===== src/rtl/tid_decode_dummy_unused.sv =====
`timescale 1ns/1ps


===== src/rtl/tid_pkg.sv =====
package tid_pkg;

    // Widths of the scan registers, the bit counter and the scan clock synchronizer
    localparam int IR_W = 10;
    localparam int DR_W = 32;
    localparam int BIT_CNT_W = 5;
    localparam int SYNC_W = 3;

    // Instruction codes
    localparam logic [IR_W-1:0] OP_EXTEST = 10'h3C0;
    localparam logic [IR_W-1:0] OP_SAMPLE = 10'h3C1;
    localparam logic [IR_W-1:0] OP_USER_CHAIN_A = 10'h3C2;
    localparam logic [IR_W-1:0] OP_USER_CHAIN_B = 10'h3C3;
    localparam logic [IR_W-1:0] OP_USER_CHAIN_C = 10'h3E2;
    localparam logic [IR_W-1:0] OP_USER_CHAIN_D = 10'h3E3;
    localparam logic [IR_W-1:0] OP_CFG_READ = 10'h3C4;
    localparam logic [IR_W-1:0] OP_CFG_LOAD = 10'h3C5;
    localparam logic [IR_W-1:0] OP_INTEST = 10'h3C7;
    localparam logic [IR_W-1:0] OP_DESIGN_ID = 10'h3C8;
    localparam logic [IR_W-1:0] OP_DEVICE_ID = 10'h3C9;
    localparam logic [IR_W-1:0] OP_HIGHZ = 10'h3CA;
    localparam logic [IR_W-1:0] OP_RECONFIG_REQ = 10'h3CB;
    localparam logic [IR_W-1:0] OP_STARTUP_CLK = 10'h3CC;
    localparam logic [IR_W-1:0] OP_SHUTDOWN_CLK = 10'h3CD;
    localparam logic [IR_W-1:0] OP_MONITOR_PORT = 10'h3F7;
    localparam logic [IR_W-1:0] OP_INSYS_ENABLE = 10'h3D0;
    localparam logic [IR_W-1:0] OP_INSYS_PROGRAM = 10'h3D1;
    localparam logic [IR_W-1:0] OP_SECURITY_TOGGLE = 10'h3D2;
    localparam logic [IR_W-1:0] OP_INSYS_NOOP = 10'h3D4;
    localparam logic [IR_W-1:0] OP_INSYS_READ = 10'h3D5;
    localparam logic [IR_W-1:0] OP_INSYS_DISABLE = 10'h3D7;
    localparam logic [IR_W-1:0] OP_BYPASS = 10'h3FF;

    // Instruction capture pattern fields
    localparam logic [1:0] IR_CAP_FIXED = 2'h1;
    localparam logic [3:0] IR_CAP_RSVD = 4'h0;

    // Design code read when blank or unprogrammed
    localparam logic [DR_W-1:0] DESIGN_ID_BLANK = 32'hFFFFFFFF;
    // Arbitrary neutral device code; lowest bit must stay 1
    localparam logic [DR_W-1:0] DEVICE_ID_DEFAULT = 32'h0ABC_D001;

    // Test access port controller states
    typedef enum logic [3:0] {
        TAP_RESET = 4'h0,
        TAP_IDLE = 4'h1,
        TAP_SEL_DR = 4'h2,
        TAP_CAP_DR = 4'h3,
        TAP_SH_DR = 4'h4,
        TAP_EX1_DR = 4'h5,
        TAP_PAU_DR = 4'h6,
        TAP_EX2_DR = 4'h7,
        TAP_UPD_DR = 4'h8,
        TAP_SEL_IR = 4'h9,
        TAP_CAP_IR = 4'hA,
        TAP_SH_IR = 4'hB,
        TAP_EX1_IR = 4'hC,
        TAP_PAU_IR = 4'hD,
        TAP_EX2_IR = 4'hE,
        TAP_UPD_IR = 4'hF
    } tid_tap_e;

    // Shared signals toward user scan chains
    typedef struct packed {
        logic [3:0] sel;
        logic tdi;
        logic reset;
        logic capture;
        logic shift;
        logic update;
        logic step;
    } tid_user_port_s;

    // Configuration engine status inputs
    typedef struct packed {
        logic done;
        logic init_complete;
        logic insys_config_active_flag;
        logic insys_config_finished_flag;
    } tid_cfg_status_s;

endpackage : tid_pkg


===== src/rtl/tid_decode.sv =====
`timescale 1ns/1ps

// Configuration word FIFO between scan side and configuration engine
module tid_fifo #(
    parameter int WIDTH = 32,
    parameter int DEPTH = 32
) (
    input wire logic i_ref_clk,
    input wire logic i_reset,
    input wire logic i_in_valid,
    output logic o_in_ready,
    input wire logic [WIDTH-1:0] i_in_data,
    output logic o_out_valid,
    input wire logic i_out_ready,
    output logic [WIDTH-1:0] o_out_data
);
    localparam int AW = $clog2(DEPTH);

    typedef struct packed {
        logic [DEPTH-1:0][WIDTH-1:0] mem;
        logic [AW-1:0] wr_ptr;
        logic [AW-1:0] rd_ptr;
        logic [AW:0] count;
    } tid_fifo_state_s;

    tid_fifo_state_s st_r;
    tid_fifo_state_s st_nxt;
    logic push;
    logic pop;

    // Honest flags straight from the occupancy count
    assign o_in_ready = (st_r.count != (AW + 1)'(DEPTH));
    assign o_out_valid = (st_r.count != '0);
    assign o_out_data = st_r.mem[st_r.rd_ptr];
    assign push = i_in_valid && o_in_ready;
    assign pop = o_out_valid && i_out_ready;

    // Pointer wrap also works for depths that are not a power of two
    always_comb begin
        st_nxt = st_r;
        if (push) begin
            st_nxt.mem[st_r.wr_ptr] = i_in_data;
            st_nxt.wr_ptr = (st_r.wr_ptr == AW'(DEPTH - 1)) ? '0 : st_r.wr_ptr + 1'b1;
        end
        if (pop) begin
            st_nxt.rd_ptr = (st_r.rd_ptr == AW'(DEPTH - 1)) ? '0 : st_r.rd_ptr + 1'b1;
        end
        if (push && !pop) begin
            st_nxt.count = st_r.count + 1'b1;
        end else if (pop && !push) begin
            st_nxt.count = st_r.count - 1'b1;
        end
    end

    // State register
    always_ff @(posedge i_ref_clk) begin
        if (i_reset) begin
            st_r <= '0;
        end else begin
            st_r <= st_nxt;
        end
    end
endmodule : tid_fifo

// Instruction decode and data registers behind the test access port
module tid_decode #(
    parameter logic [31:0] DEVICE_ID = tid_pkg::DEVICE_ID_DEFAULT,
    parameter int FIFO_DEPTH = 32
) (
    input wire logic i_ref_clk,
    input wire logic i_reset,
    input wire logic i_tck,
    input wire logic i_tms,
    input wire logic i_tdi,
    output logic o_tdo,
    output logic o_tdo_oe,
    input wire tid_pkg::tid_cfg_status_s i_status,
    input wire logic i_configured,
    input wire logic [31:0] i_design_id,
    input wire logic i_startup_clock_source,
    input wire logic [31:0] i_readback_word,
    input wire logic i_bscan_tdo,
    input wire logic [3:0] i_user_tdo,
    input wire logic i_mon_tdo,
    output logic o_bscan_extest,
    output logic o_bscan_sample,
    output logic o_bscan_intest,
    output logic o_highz,
    output logic o_mon_sel,
    output logic o_key_read,
    output logic o_insys_program_en,
    output logic o_secure,
    output tid_pkg::tid_user_port_s o_user,
    output logic o_reconfig_req,
    output logic o_startup_step,
    output logic o_shutdown_step,
    output logic o_insys_shutdown,
    output logic o_insys_startup,
    output logic o_readback_req,
    output logic o_cfg_overrun,
    output logic o_cfg_valid,
    input wire logic i_cfg_ready,
    output logic [31:0] o_cfg_word
);
    typedef struct packed {
        logic [tid_pkg::SYNC_W-1:0] tck_sync;
        logic [1:0] tms_sync;
        logic [1:0] tdi_sync;
        tid_pkg::tid_tap_e tap;
        logic [tid_pkg::IR_W-1:0] ir_shift;
        logic [tid_pkg::IR_W-1:0] ir;
        logic [tid_pkg::DR_W-1:0] dr;
        logic bypass_flop;
        logic [tid_pkg::BIT_CNT_W-1:0] bit_cnt;
        logic tdo;
        logic tdo_oe;
        logic secure;
        logic overrun;
        logic push;
        logic [tid_pkg::DR_W-1:0] push_word;
        logic reconfig_req;
        logic startup_step;
        logic shutdown_step;
        logic insys_shutdown;
        logic insys_startup;
        logic readback_req;
    } tid_state_s;

    tid_state_s st_r;
    tid_state_s st_nxt;
    logic tck_rise;
    logic tck_fall;
    logic tms;
    logic tdi;
    logic fifo_ready;
    logic [3:0] user_hit;
    logic cfg_load;
    logic cfg_read;
    logic cfg_path;
    logic dr_tdo;
    tid_pkg::tid_tap_e tap_next;

    // Edges found on the second and third stage; first stage feeds only the second
    assign tck_rise = st_r.tck_sync[1] && !st_r.tck_sync[2];
    assign tck_fall = !st_r.tck_sync[1] && st_r.tck_sync[2];
    assign tms = st_r.tms_sync[1];
    assign tdi = st_r.tdi_sync[1];

    // Decode of the latched instruction
    assign o_bscan_extest = (st_r.ir == tid_pkg::OP_EXTEST);
    assign o_bscan_sample = (st_r.ir == tid_pkg::OP_SAMPLE);
    assign o_bscan_intest = (st_r.ir == tid_pkg::OP_INTEST);
    assign user_hit[0] = (st_r.ir == tid_pkg::OP_USER_CHAIN_A);
    assign user_hit[1] = (st_r.ir == tid_pkg::OP_USER_CHAIN_B);
    assign user_hit[2] = (st_r.ir == tid_pkg::OP_USER_CHAIN_C);
    assign user_hit[3] = (st_r.ir == tid_pkg::OP_USER_CHAIN_D);
    assign cfg_read = (st_r.ir == tid_pkg::OP_CFG_READ)
        || (st_r.ir == tid_pkg::OP_INSYS_READ);
    assign cfg_load = (st_r.ir == tid_pkg::OP_CFG_LOAD)
        || (st_r.ir == tid_pkg::OP_INSYS_PROGRAM);
    assign cfg_path = cfg_read || cfg_load;
    assign o_highz = (st_r.ir == tid_pkg::OP_HIGHZ);
    assign o_mon_sel = (st_r.ir == tid_pkg::OP_MONITOR_PORT);
    assign o_key_read = (st_r.ir == tid_pkg::OP_INSYS_READ);
    assign o_insys_program_en = (st_r.ir == tid_pkg::OP_INSYS_PROGRAM);

    // User chains stay deselected before configuration
    assign o_user.sel = i_configured ? user_hit : 4'h0;
    assign o_user.tdi = tdi;
    assign o_user.reset = (st_r.tap == tid_pkg::TAP_RESET);
    assign o_user.capture = (st_r.tap == tid_pkg::TAP_CAP_DR);
    assign o_user.shift = (st_r.tap == tid_pkg::TAP_SH_DR);
    assign o_user.update = (st_r.tap == tid_pkg::TAP_UPD_DR);
    assign o_user.step = tck_rise;

    // Registered outputs
    assign o_tdo = st_r.tdo;
    assign o_tdo_oe = st_r.tdo_oe;
    assign o_secure = st_r.secure;
    assign o_cfg_overrun = st_r.overrun;
    assign o_reconfig_req = st_r.reconfig_req;
    assign o_startup_step = st_r.startup_step;
    assign o_shutdown_step = st_r.shutdown_step;
    assign o_insys_shutdown = st_r.insys_shutdown;
    assign o_insys_startup = st_r.insys_startup;
    assign o_readback_req = st_r.readback_req;

    // Serial output of the selected data register
    always_comb begin
        if (o_bscan_extest || o_bscan_sample || o_bscan_intest) begin
            dr_tdo = i_bscan_tdo;
        end else if (o_user.sel != 4'h0) begin
            dr_tdo = |(i_user_tdo & o_user.sel);
        end else if (o_mon_sel) begin
            dr_tdo = i_mon_tdo;
        end else if (cfg_path) begin
            dr_tdo = st_r.dr[tid_pkg::DR_W-1];
        end else if ((st_r.ir == tid_pkg::OP_DESIGN_ID)
            || (st_r.ir == tid_pkg::OP_DEVICE_ID)) begin
            dr_tdo = st_r.dr[0];
        end else begin
            // Bypass, high-Z, no-op, action codes and undefined codes
            dr_tdo = st_r.bypass_flop;
        end
    end

    // Controller transitions, sampled on the scan clock rising edge
    always_comb begin
        case (st_r.tap)
            tid_pkg::TAP_RESET: tap_next = tms ? tid_pkg::TAP_RESET : tid_pkg::TAP_IDLE;
            tid_pkg::TAP_IDLE: tap_next = tms ? tid_pkg::TAP_SEL_DR : tid_pkg::TAP_IDLE;
            tid_pkg::TAP_SEL_DR: tap_next = tms ? tid_pkg::TAP_SEL_IR : tid_pkg::TAP_CAP_DR;
            tid_pkg::TAP_CAP_DR: tap_next = tms ? tid_pkg::TAP_EX1_DR : tid_pkg::TAP_SH_DR;
            tid_pkg::TAP_SH_DR: tap_next = tms ? tid_pkg::TAP_EX1_DR : tid_pkg::TAP_SH_DR;
            tid_pkg::TAP_EX1_DR: tap_next = tms ? tid_pkg::TAP_UPD_DR : tid_pkg::TAP_PAU_DR;
            tid_pkg::TAP_PAU_DR: tap_next = tms ? tid_pkg::TAP_EX2_DR : tid_pkg::TAP_PAU_DR;
            tid_pkg::TAP_EX2_DR: tap_next = tms ? tid_pkg::TAP_UPD_DR : tid_pkg::TAP_SH_DR;
            tid_pkg::TAP_UPD_DR: tap_next = tms ? tid_pkg::TAP_SEL_DR : tid_pkg::TAP_IDLE;
            tid_pkg::TAP_SEL_IR: tap_next = tms ? tid_pkg::TAP_RESET : tid_pkg::TAP_CAP_IR;
            tid_pkg::TAP_CAP_IR: tap_next = tms ? tid_pkg::TAP_EX1_IR : tid_pkg::TAP_SH_IR;
            tid_pkg::TAP_SH_IR: tap_next = tms ? tid_pkg::TAP_EX1_IR : tid_pkg::TAP_SH_IR;
            tid_pkg::TAP_EX1_IR: tap_next = tms ? tid_pkg::TAP_UPD_IR : tid_pkg::TAP_PAU_IR;
            tid_pkg::TAP_PAU_IR: tap_next = tms ? tid_pkg::TAP_EX2_IR : tid_pkg::TAP_PAU_IR;
            tid_pkg::TAP_EX2_IR: tap_next = tms ? tid_pkg::TAP_UPD_IR : tid_pkg::TAP_SH_IR;
            tid_pkg::TAP_UPD_IR: tap_next = tms ? tid_pkg::TAP_SEL_DR : tid_pkg::TAP_IDLE;
            default: tap_next = tid_pkg::TAP_RESET;
        endcase
    end

    // Next-state logic for the whole block
    always_comb begin
        st_nxt = st_r;
        st_nxt.tck_sync = {st_r.tck_sync[tid_pkg::SYNC_W-2:0], i_tck};
        st_nxt.tms_sync = {st_r.tms_sync[0], i_tms};
        st_nxt.tdi_sync = {st_r.tdi_sync[0], i_tdi};
        // One-cycle pulses drop by default
        st_nxt.push = 1'b0;
        st_nxt.reconfig_req = 1'b0;
        st_nxt.startup_step = 1'b0;
        st_nxt.shutdown_step = 1'b0;
        st_nxt.insys_shutdown = 1'b0;
        st_nxt.insys_startup = 1'b0;
        st_nxt.readback_req = 1'b0;

        if (tck_rise) begin
            st_nxt.tap = tap_next;
            case (st_r.tap)
                tid_pkg::TAP_IDLE: begin
                    if ((st_r.ir == tid_pkg::OP_STARTUP_CLK) && i_startup_clock_source) begin
                        st_nxt.startup_step = 1'b1;
                    end
                    if (st_r.ir == tid_pkg::OP_SHUTDOWN_CLK) begin
                        st_nxt.shutdown_step = 1'b1;
                    end
                end
                tid_pkg::TAP_CAP_IR: begin
                    st_nxt.ir_shift = {tid_pkg::IR_CAP_RSVD, i_status.done,
                        i_status.init_complete, i_status.insys_config_active_flag,
                        i_status.insys_config_finished_flag, tid_pkg::IR_CAP_FIXED};
                end
                tid_pkg::TAP_SH_IR: begin
                    st_nxt.ir_shift = {tdi, st_r.ir_shift[tid_pkg::IR_W-1:1]};
                end
                tid_pkg::TAP_CAP_DR: begin
                    st_nxt.bypass_flop = 1'b0;
                    st_nxt.bit_cnt = '0;
                    if (st_r.ir == tid_pkg::OP_DEVICE_ID) begin
                        st_nxt.dr = {DEVICE_ID[31:1], 1'b1};
                    end else if (st_r.ir == tid_pkg::OP_DESIGN_ID) begin
                        st_nxt.dr = i_configured ? i_design_id
                            : tid_pkg::DESIGN_ID_BLANK;
                    end else if (cfg_read) begin
                        st_nxt.dr = i_readback_word;
                        st_nxt.readback_req = 1'b1;
                    end
                end
                tid_pkg::TAP_SH_DR: begin
                    st_nxt.bypass_flop = tdi;
                    if (cfg_path) begin
                        // Most significant bit leaves and enters first
                        st_nxt.dr = {st_r.dr[tid_pkg::DR_W-2:0], tdi};
                        st_nxt.bit_cnt = st_r.bit_cnt + 1'b1;
                        if (st_r.bit_cnt == '1) begin
                            if (cfg_load) begin
                                // A full FIFO cannot stall the host, so the word is flagged lost
                                st_nxt.push = fifo_ready;
                                st_nxt.push_word = {st_r.dr[tid_pkg::DR_W-2:0], tdi};
                                st_nxt.overrun = st_r.overrun || !fifo_ready;
                            end else begin
                                st_nxt.dr = i_readback_word;
                                st_nxt.readback_req = 1'b1;
                            end
                        end
                    end else begin
                        st_nxt.dr = {tdi, st_r.dr[tid_pkg::DR_W-1:1]};
                    end
                end
                default: begin
                end
            endcase
        end

        if (tck_fall) begin
            // Output changes on the falling edge so the host samples it stable
            st_nxt.tdo_oe = (st_r.tap == tid_pkg::TAP_SH_IR) || (st_r.tap == tid_pkg::TAP_SH_DR);
            if (st_r.tap == tid_pkg::TAP_SH_IR) begin
                st_nxt.tdo = st_r.ir_shift[0];
            end else if (st_r.tap == tid_pkg::TAP_SH_DR) begin
                st_nxt.tdo = dr_tdo;
            end
            if (st_r.tap == tid_pkg::TAP_RESET) begin
                st_nxt.ir = tid_pkg::OP_DEVICE_ID;
                st_nxt.overrun = 1'b0;
            end else if (st_r.tap == tid_pkg::TAP_UPD_IR) begin
                st_nxt.ir = st_r.ir_shift;
                case (st_r.ir_shift)
                    tid_pkg::OP_RECONFIG_REQ: st_nxt.reconfig_req = 1'b1;
                    tid_pkg::OP_INSYS_ENABLE: st_nxt.insys_shutdown = 1'b1;
                    tid_pkg::OP_SECURITY_TOGGLE: st_nxt.secure = !st_r.secure;
                    tid_pkg::OP_INSYS_DISABLE: st_nxt.insys_startup = 1'b1;
                    default: begin
                        // No-op and undefined codes take no action
                        st_nxt.secure = st_r.secure;
                    end
                endcase
            end
        end
    end

    // State register
    always_ff @(posedge i_ref_clk) begin
        if (i_reset) begin
            st_r <= '0;
            st_r.tap <= tid_pkg::TAP_RESET;
            st_r.ir <= tid_pkg::OP_DEVICE_ID;
        end else begin
            st_r <= st_nxt;
        end
    end

    // Loaded configuration words queue toward the engine
    tid_fifo #(
        .WIDTH(tid_pkg::DR_W),
        .DEPTH(FIFO_DEPTH)
    ) u_cfg_fifo (
        .i_ref_clk(i_ref_clk),
        .i_reset(i_reset),
        .i_in_valid(st_r.push),
        .o_in_ready(fifo_ready),
        .i_in_data(st_r.push_word),
        .o_out_valid(o_cfg_valid),
        .i_out_ready(i_cfg_ready),
        .o_out_data(o_cfg_word)
    );
endmodule : tid_decode


===== config.mk =====
export PLATFORM = sky130hd
export DESIGN_NAME = tid_decode
export DESIGN_NICKNAME = d
export VERILOG_FILES = /design/src/rtl/tid_decode_dummy_unused.sv /design/src/rtl/tid_pkg.sv /design/src/rtl/tid_decode.sv
export SDC_FILE = /design/constraint.sdc
export NUM_CORES = 2
export LEC_CHECK = 0
export ABC_AREA = 1
export BUFFER_PORTS_ARGS = -buffer_cell sky130_fd_sc_hd__clkbuf_2
export CAP_MARGIN = 20
export CORE_UTILIZATION = 35
export DETAILED_ROUTE_END_ITERATION = 16
export GPL_ROUTABILITY_DRIVEN = 0
export SETUP_SLACK_MARGIN = 0.3
export SYNTH_ARGS = -nofsm -noshare
export SYNTH_HDL_FRONTEND = slang
export SYNTH_SLANG_ARGS = --single-unit
export TNS_END_PERCENT = 30

===== constraint.sdc =====
create_clock -name i_ref_clk -period 2.8 [get_ports i_ref_clk]
set_input_delay 0.28 -clock i_ref_clk [delete_from_list [all_inputs] [get_ports i_ref_clk]]
set_output_delay 0.28 -clock i_ref_clk [all_outputs]
set_load 0.01 [all_outputs]

; Word level (Yosys, flattened, before mapping)
; Index checks and enable logic that the tools add are counted.
[totals]
ff_bits = 1152
wordCells = 223
output_inout_bits = 60
[classes]
bitwise = 10
reduce_logical = 46
mux = 61
n_eq_ne = 42
n_addsub = 5
order_cmp = 3
[op_table]
columns = operator, count
row1 = 1024-bit bitwise mux, 1
row2 = 32-bit 2-to-1 mux, 9
row3 = 10-bit equality test (second input constant), 21
row4 = 34-bit 2-to-1 mux, 5
row5 = 32-bit binary-select mux with 5-bit select, 1
row6 = 32-bit demux with 5-bit select, 1
row7 = 38-bit one-hot mux with 2 select lines, 1
row8 = 4-bit one-hot mux with 12 select lines, 1
row9 = 4-bit equality test (second input constant), 8
row10 = 1-bit 2-to-1 mux, 23
row11 = 10-bit 2-to-1 mux, 2
row12 = 4-bit 2-to-1 mux, 5
row13 = 10-bit one-hot mux with 2 select lines, 1
row14 = 4-bit by 3-bit equality test with 1-bit output (second input constant), 4
row15 = 5-bit by 1-bit adder with 5-bit output (second input constant), 3
row16 = 5-bit equality test (second input constant), 3
row17 = 5-bit 2-to-1 mux, 3
row18 = 5-bit by 6-bit < comparator with 1-bit output (second input constant), 2
row19 = 6-bit 2-to-1 mux, 2
row20 = 2-bit nonzero test, 5
row21 = 1-bit NOT, 9
row22 = 4-bit by 2-bit equality test with 1-bit output (second input constant), 2
row23 = 1-bit logical AND, 8
row24 = 1-bit logical OR, 8
row25 = other kinds (23), 39

; Depth between registers and ports, before layout
[depth]
depth_word = 10
depth_mapped = 22
mapped_depth_nobuf = 19

; Hierarchy
; Synthesis repeated with hierarchy kept, for this count alone.
[hier_totals]
cells_unflattened = 9910
hier_area_um2 = 60028.8
[modules_own_cells]
columns = mod, cells_per_inst, seq_area_each_um2, area_each_um2, n_inst
row1 = tid_fifo, 9055, 20820.0, 54015.6, 1
row2 = tid_decode, 855, 2242.2, 6013.3, 1

; Least setup slack after synthesis
; OpenSTA, ideal clock, no wires.
[synth_timing]
kind = register to register
start = register u_cfg_fifo.st_r[1] (netlist bit)
end = register u_cfg_fifo.st_r[5] (netlist bit)
setup_ns = 0.113
path_buffers = 3
path_slack_ns = -0.155
period_less_slack_ns = 2.955
path_stages_with_launch = 22
required_ns = 2.687
arrival_ns = 2.843
path_cell_list = dfxtp_1 -> nor2_1 -> nand3_2 -> nor3_4 -> inv_2 -> nand2_4 -> inv_4 -> buf_6 -> buf_6 -> buf_2 -> ha_1 -> inv_1 -> ha_1 -> a21oi_1 -> nand2_1 -> nand2_1 -> nand2_1 -> a21oi_1 -> o21ai_0 -> a21o_1 -> nor2_1 -> nor2_1
[synth_via]
elab_chain_cells = 5
word_cells_on_any_way = 13
[synth_lines]
columns = element, line_no
row1 = "start, declared", tid_decode.sv:26  ; tid_fifo_state_s st_r;
row2 = "start signal, assigned", tid_decode.sv:60  ; st_r <= st_nxt;
row3 = 6-bit inequality test (*), tid_decode.sv:32  ; assign o_in_ready = (st_r.count != (AW + 1)'(DEPTH));
row4 = 1-bit logical AND (*), tid_decode.sv:35  ; assign push = i_in_valid && o_in_ready;
row5 = named net u_cfg_fifo.push, tid_decode.sv:28  ; logic push;
row6 = 1-bit zero test, tid_decode.sv:50  ; end else if (pop && !push) begin
row7 = 1-bit logical AND, tid_decode.sv:50
row8 = 2-bit nonzero test (no line), -
; The timed path passes the listed nets; every way through them passes the cells marked *. The select of a mux whose other input is x is not followed.
; A chain may end at the register's enable or synchronous reset.

; Final worst setup path
[layout_timing]
start = register u_cfg_fifo.st_r[6] (netlist bit)
end = output o_cfg_word[16]
[layout_via]
elab_chain_cells = 2
[layout_lines]
columns = element, line_no
row1 = 32-bit binary-select mux with 5-bit select, tid_decode.sv:34  ; assign o_out_data = st_r.mem[st_r.rd_ptr];
row2 = 32-bit 2-to-1 mux (implied by the code), tid_decode.sv:34
row3 = "end, declared", tid_decode.sv:103  ; output logic [31:0] o_cfg_word
; Every way passes these cells. The select of a mux whose other input is x is not followed.

==> out/metrics.sh <==
OUTCOME='finished with violations'
FAILED_CHECKS='DRC, setup timing'
POST_ROUTE_TOTAL_POWER_mW=46.7
ROUTED-WL-MET2_UM=93100
TIGHTESTPINTRANSITION_NS=1.04
PIN_COUNT_OF_THE_BIGGEST_NET_ENTERING_GLOBAL_ROUTING=190
ROUTE.LAYER.MET1.WL_UM=83700
SYNTH_FF_TYPE='dfxtp_1'
NETLIST_TOP_CELLS_AREA='dfxtp_1, a21oi_1, o21ai_0'
YOSYSTOPAREACELLSHARE=0.437
RSZ0062_AT_GRT='yes'
HP-CLASS='input pin to flip-flop'
CTS_TREE='built'
CRIT_SLOWEST_CELL='dfxtp_4'
NUM_IO_PINS=142
FINAL_HOLD_VIOL_COUNT=0
SYNTH.AREA.MUX_SHARE=0
WIRE_PER_INST_UM=21.4
FINALNETCOUNT=7467
CTS-BUFFERS-INSERTED=120
FINAL_LAYOUT_SIZE_SUFFIX_GT1_FRAC=0.121
CTS.HTREE.LEVELS=3
SETUP_VIOL=32
ANTENNA_VIOLATIONS_BEFORE_REPAIR=3
PLACEABLECOREAREA_UM2=150000
ROWS=142
DRTITER0DRC=6162
POSTSYNTHNETCOUNT=7522
YOSYS.CELL_COUNT.TOP_TYPE='a21oi_1'
SYNTH_TOP_FAMILY_BY_AREA='compound AO/OA/AOI/OAI gates'
DELAY_CONTRIBUTED_BY_THE_SLOWEST_STAGE_OF_THE_CRITICAL_PATH_NS=0.40
INITIAL_UTILIZATION=0.352
DETAILROUTE.VIA_COUNT=53500
FRACTION_OF_THE_CYCLE_THE_FINAL_WORST_PATH_NEEDS=1.16
POSTSYNTHREGISTERBITS=1152
SYNTH_SIMPLE_GATE_AREA_FRAC=0.145
POST-ROUTE-MIN-PERIOD_NS=3.26
HOLDWS_NS=0.0670
DETAILEDPLACEMENTHPWL_UM=111000
MAXSLEWVIOLCOUNT=0
CLOCKBUFFERDEPTH=3
ROUTE.MET3.WL_UM=17200
MAX_SLEW_MARGIN=0.306
HIGHEST-SIGNAL-LAYER='met4'
SETUP-TNS-FINAL_NS=-10.79
CRITICALPATHCATEGORY='flip-flop to primary output'
GRT_FIRST_PASS_WIRELENGTH_UM=301000
FLOORPLAN.DIE.WIDTH_UM=390
FINAL_CELLS=9485
SYN-INSTANCE-COUNT=7425
SYNTH_COMPOUND_AREA_FRAC=0.304
CLOCK_LATENCY_NS=0.79
WORSTPATHARRIVAL_NS=2.98
POST_SYNTHESIS_CELL_TYPE_WITH_THE_LARGEST_COMBINED_AREA='dfxtp_1'
FP.DIEH_UM=390
POST_DRT_VIA_CELL_RATIO=5.64
CRIT_REQUIRED_NS=2.52
DISTINCT_CELL_TYPE_COUNT_OF_THE_SYNTHESIZED_NETLIST=46
GLOBALROUTE.TOTALOVERFLOW=0
SYNTH_COMMONEST_CELLS='a21oi_1, o21ai_0, dfxtp_1'
MOST_NUMEROUS_CELL_ON_THE_CRITICAL_PATH='o21ai_1'
FINALWORSTSETUPSLACK_NS=-0.458
GLOBALROUTETOTALUTIL=0.252
FINALWIRELENGTH_UM=203000
SYNTH.CELL_AREA_UM2=52800
AREAGROWTHSYNTHTOFINISH_PCT=20.4
VDD_IR_DROP_MAX_mV=0.627
WORSTSETUPENDPOINTTYPE='primary output'
LAYOUT.CORE_UTILIZATION=0.424
POWER_DENSITY_nW_PER_UM2=735
SYNTHESIS.AREA_PER_INSTANCE_UM2=7.11
DIEAREA_UM2=152000
FIRST_GLOBAL_VIAS=48600
SYNTH-XOR-AREA-SHARE=0.000830
DRC=1
SYNTH-WARNING-COUNT=0
POSTROUTEANTENNANETS=0
PLACE_INST=9098
POSTSYNTH.ASYNCRESETSHARE=0
PATH_CLK_SLEW_NS=0.06
CRIT_PATH_START_KIND='flip-flop'
DR.PASS1.ITERS=12
DRV.MAX_CAP_VIOLATION_COUNT=0
LARGEST_CLOCK_SKEW_IN_THE_FINAL_DESIGN_NS=0.0773
SYNTH_ENABLE_FLOP_CELLS=0
CLOCKROOTBUFFER='clkbuf_16'
IO_BUFFER_COUNT=141
CRITICAL_PATH.MAX_FANOUT=11
TIMING.FMAX_MHz=307
P_LEAK_nW=21.6
SYNTH-SEQ-AREA-SHARE=0.437
TIMING.CRITICAL_PATH.CELLS='buf_12, inv_16, clkbuf_16, buf_6, nor2_2, o21ai_2, o21ai_1, o211ai_1, o21ai_1, buf_4, inv_2, clkbuf_2'
YOSYS.AREA_SHARE.ADDER=0.00370
CLKSINKCOUNT=1152
[final timing paths]
kind / startpoint / endpoint / slack (ns) / cells past startpoint
worst min register to register: st_nxt[108] / st_r[108] / 0.41 / 2
worst max register to register: u_cfg_fifo.st_r[1] / u_cfg_fifo.st_r[5] / 0.32 / 19
worst max-delay path: u_cfg_fifo.st_r[6] / o_cfg_word[16] / -0.46 / 12
worst min-delay path: i_cfg_ready / u_cfg_fifo.st_r[0] / 0.07 / 4
[flip-flops by register name, indices dropped and copies added, names as in the netlist]
signal            cells
o_cfg_overrun         1
o_startup_step        1
o_tdo_oe              1
o_reconfig_req        1
st_nxt                4
o_user                1
o_tdo                 1
o_readback_req        1
o_insys_startup       1
o_insys_shutdown      1
st_r                 97
o_shutdown_step       1
o_secure              1
u_cfg_fifo.st_r    1040
[per-stage QoR]
step / instance area, um^2 / setup WS [ns]
after global routing: 63500 / -0.483
after CTS: 62400 / -0.374
after floorplan: 52800 / 0.0616
after detailed placement: 55800 / 0.00183
after global placement: 55800 / 0.0350
final: 63500 / -0.458
[cells by family after synthesis]
kind of cell	count (synthesis)
AO/OA/AOI/OAI	3099
flip-flops	1152
AND/OR/NAND/NOR	1737
adder cells (fa/ha/maj)	15
buffers and inverters	1417
XOR/XNOR	5
[area by class of cell]
| cell class | count | area (um^2) |
|---|---|---|
| inverter | 675 | 2610 |
| clock buffer | 183 | 3590 |
| sequential | 1152 | 23100 |
| timing repair inverter | 6 | 66.3 |
| clock inverter | 37 | 537 |
| timing repair buffer | 559 | 6390 |
| multi-input combinational | 4856 | 24700 |
| antenna | 1 | 2.50 |
| fill | 15000 | 86300 |
| tap | 2016 | 2520 |
[per-layer routing]
| metal | up-vias | track usage |
|---|---|---|
| met2 | 2561 | 0.405 |
| met4 | 0 | 0.122 |
| met5 | - | 0 |
| met1 | 25300 | 0.332 |
| li1 | 25100 | - |
| met3 | 483 | 0.0337 |
[repair_timing]
| item | 4_1_cts | 5_1_grt |
|---|---|---|
| gates resized for setup | 247 | 216 |
| hold buffers | 59 | 0 |
| setup buffers | 36 | 13 |
| gates cloned | 37 | 21 |
| hold endpoints to repair | 65 | 0 |
| endpoints found under the setup margin | 59 | 295 |
| pin swaps | 54 | 75 |
[critical path: cells and delay by family, from the launching register on]
| kind | cells | cell delay (ns) |
|---|---|---|
| buffers and inverters | 7 | 1.01 |
| AO/OA/AOI/OAI | 4 | 0.80 |
| flip-flops | 1 | 0.40 |
| AND/OR/NAND/NOR | 1 | 0.03 |
[placed cells by master (no fill, tap or decap), drive strengths merged, types with 5 or more instances in the layout]
cell         count
a41oi            6
o21ai         1440
dfxtp         1152
nand3          624
nor4             6
inv            683
nand4           17
o211ai         162
clkinvlp         5
o21a            17
bufinv          10
nor2           434
nor3            16
bufbuf           8
ha              14
nand2          636
clkinv          20
a31oi           12
dlygate4sd3     59
a21oi         1444
buf            342
clkbuf         333
[power by group]
group / internal, mW / switching (mW)
clock network: 9.74 / 7.11
registers: 16.5 / 0.0909
logic: 5.22 / 8.04
Note: power is estimated with default switching activity, not from simulation.
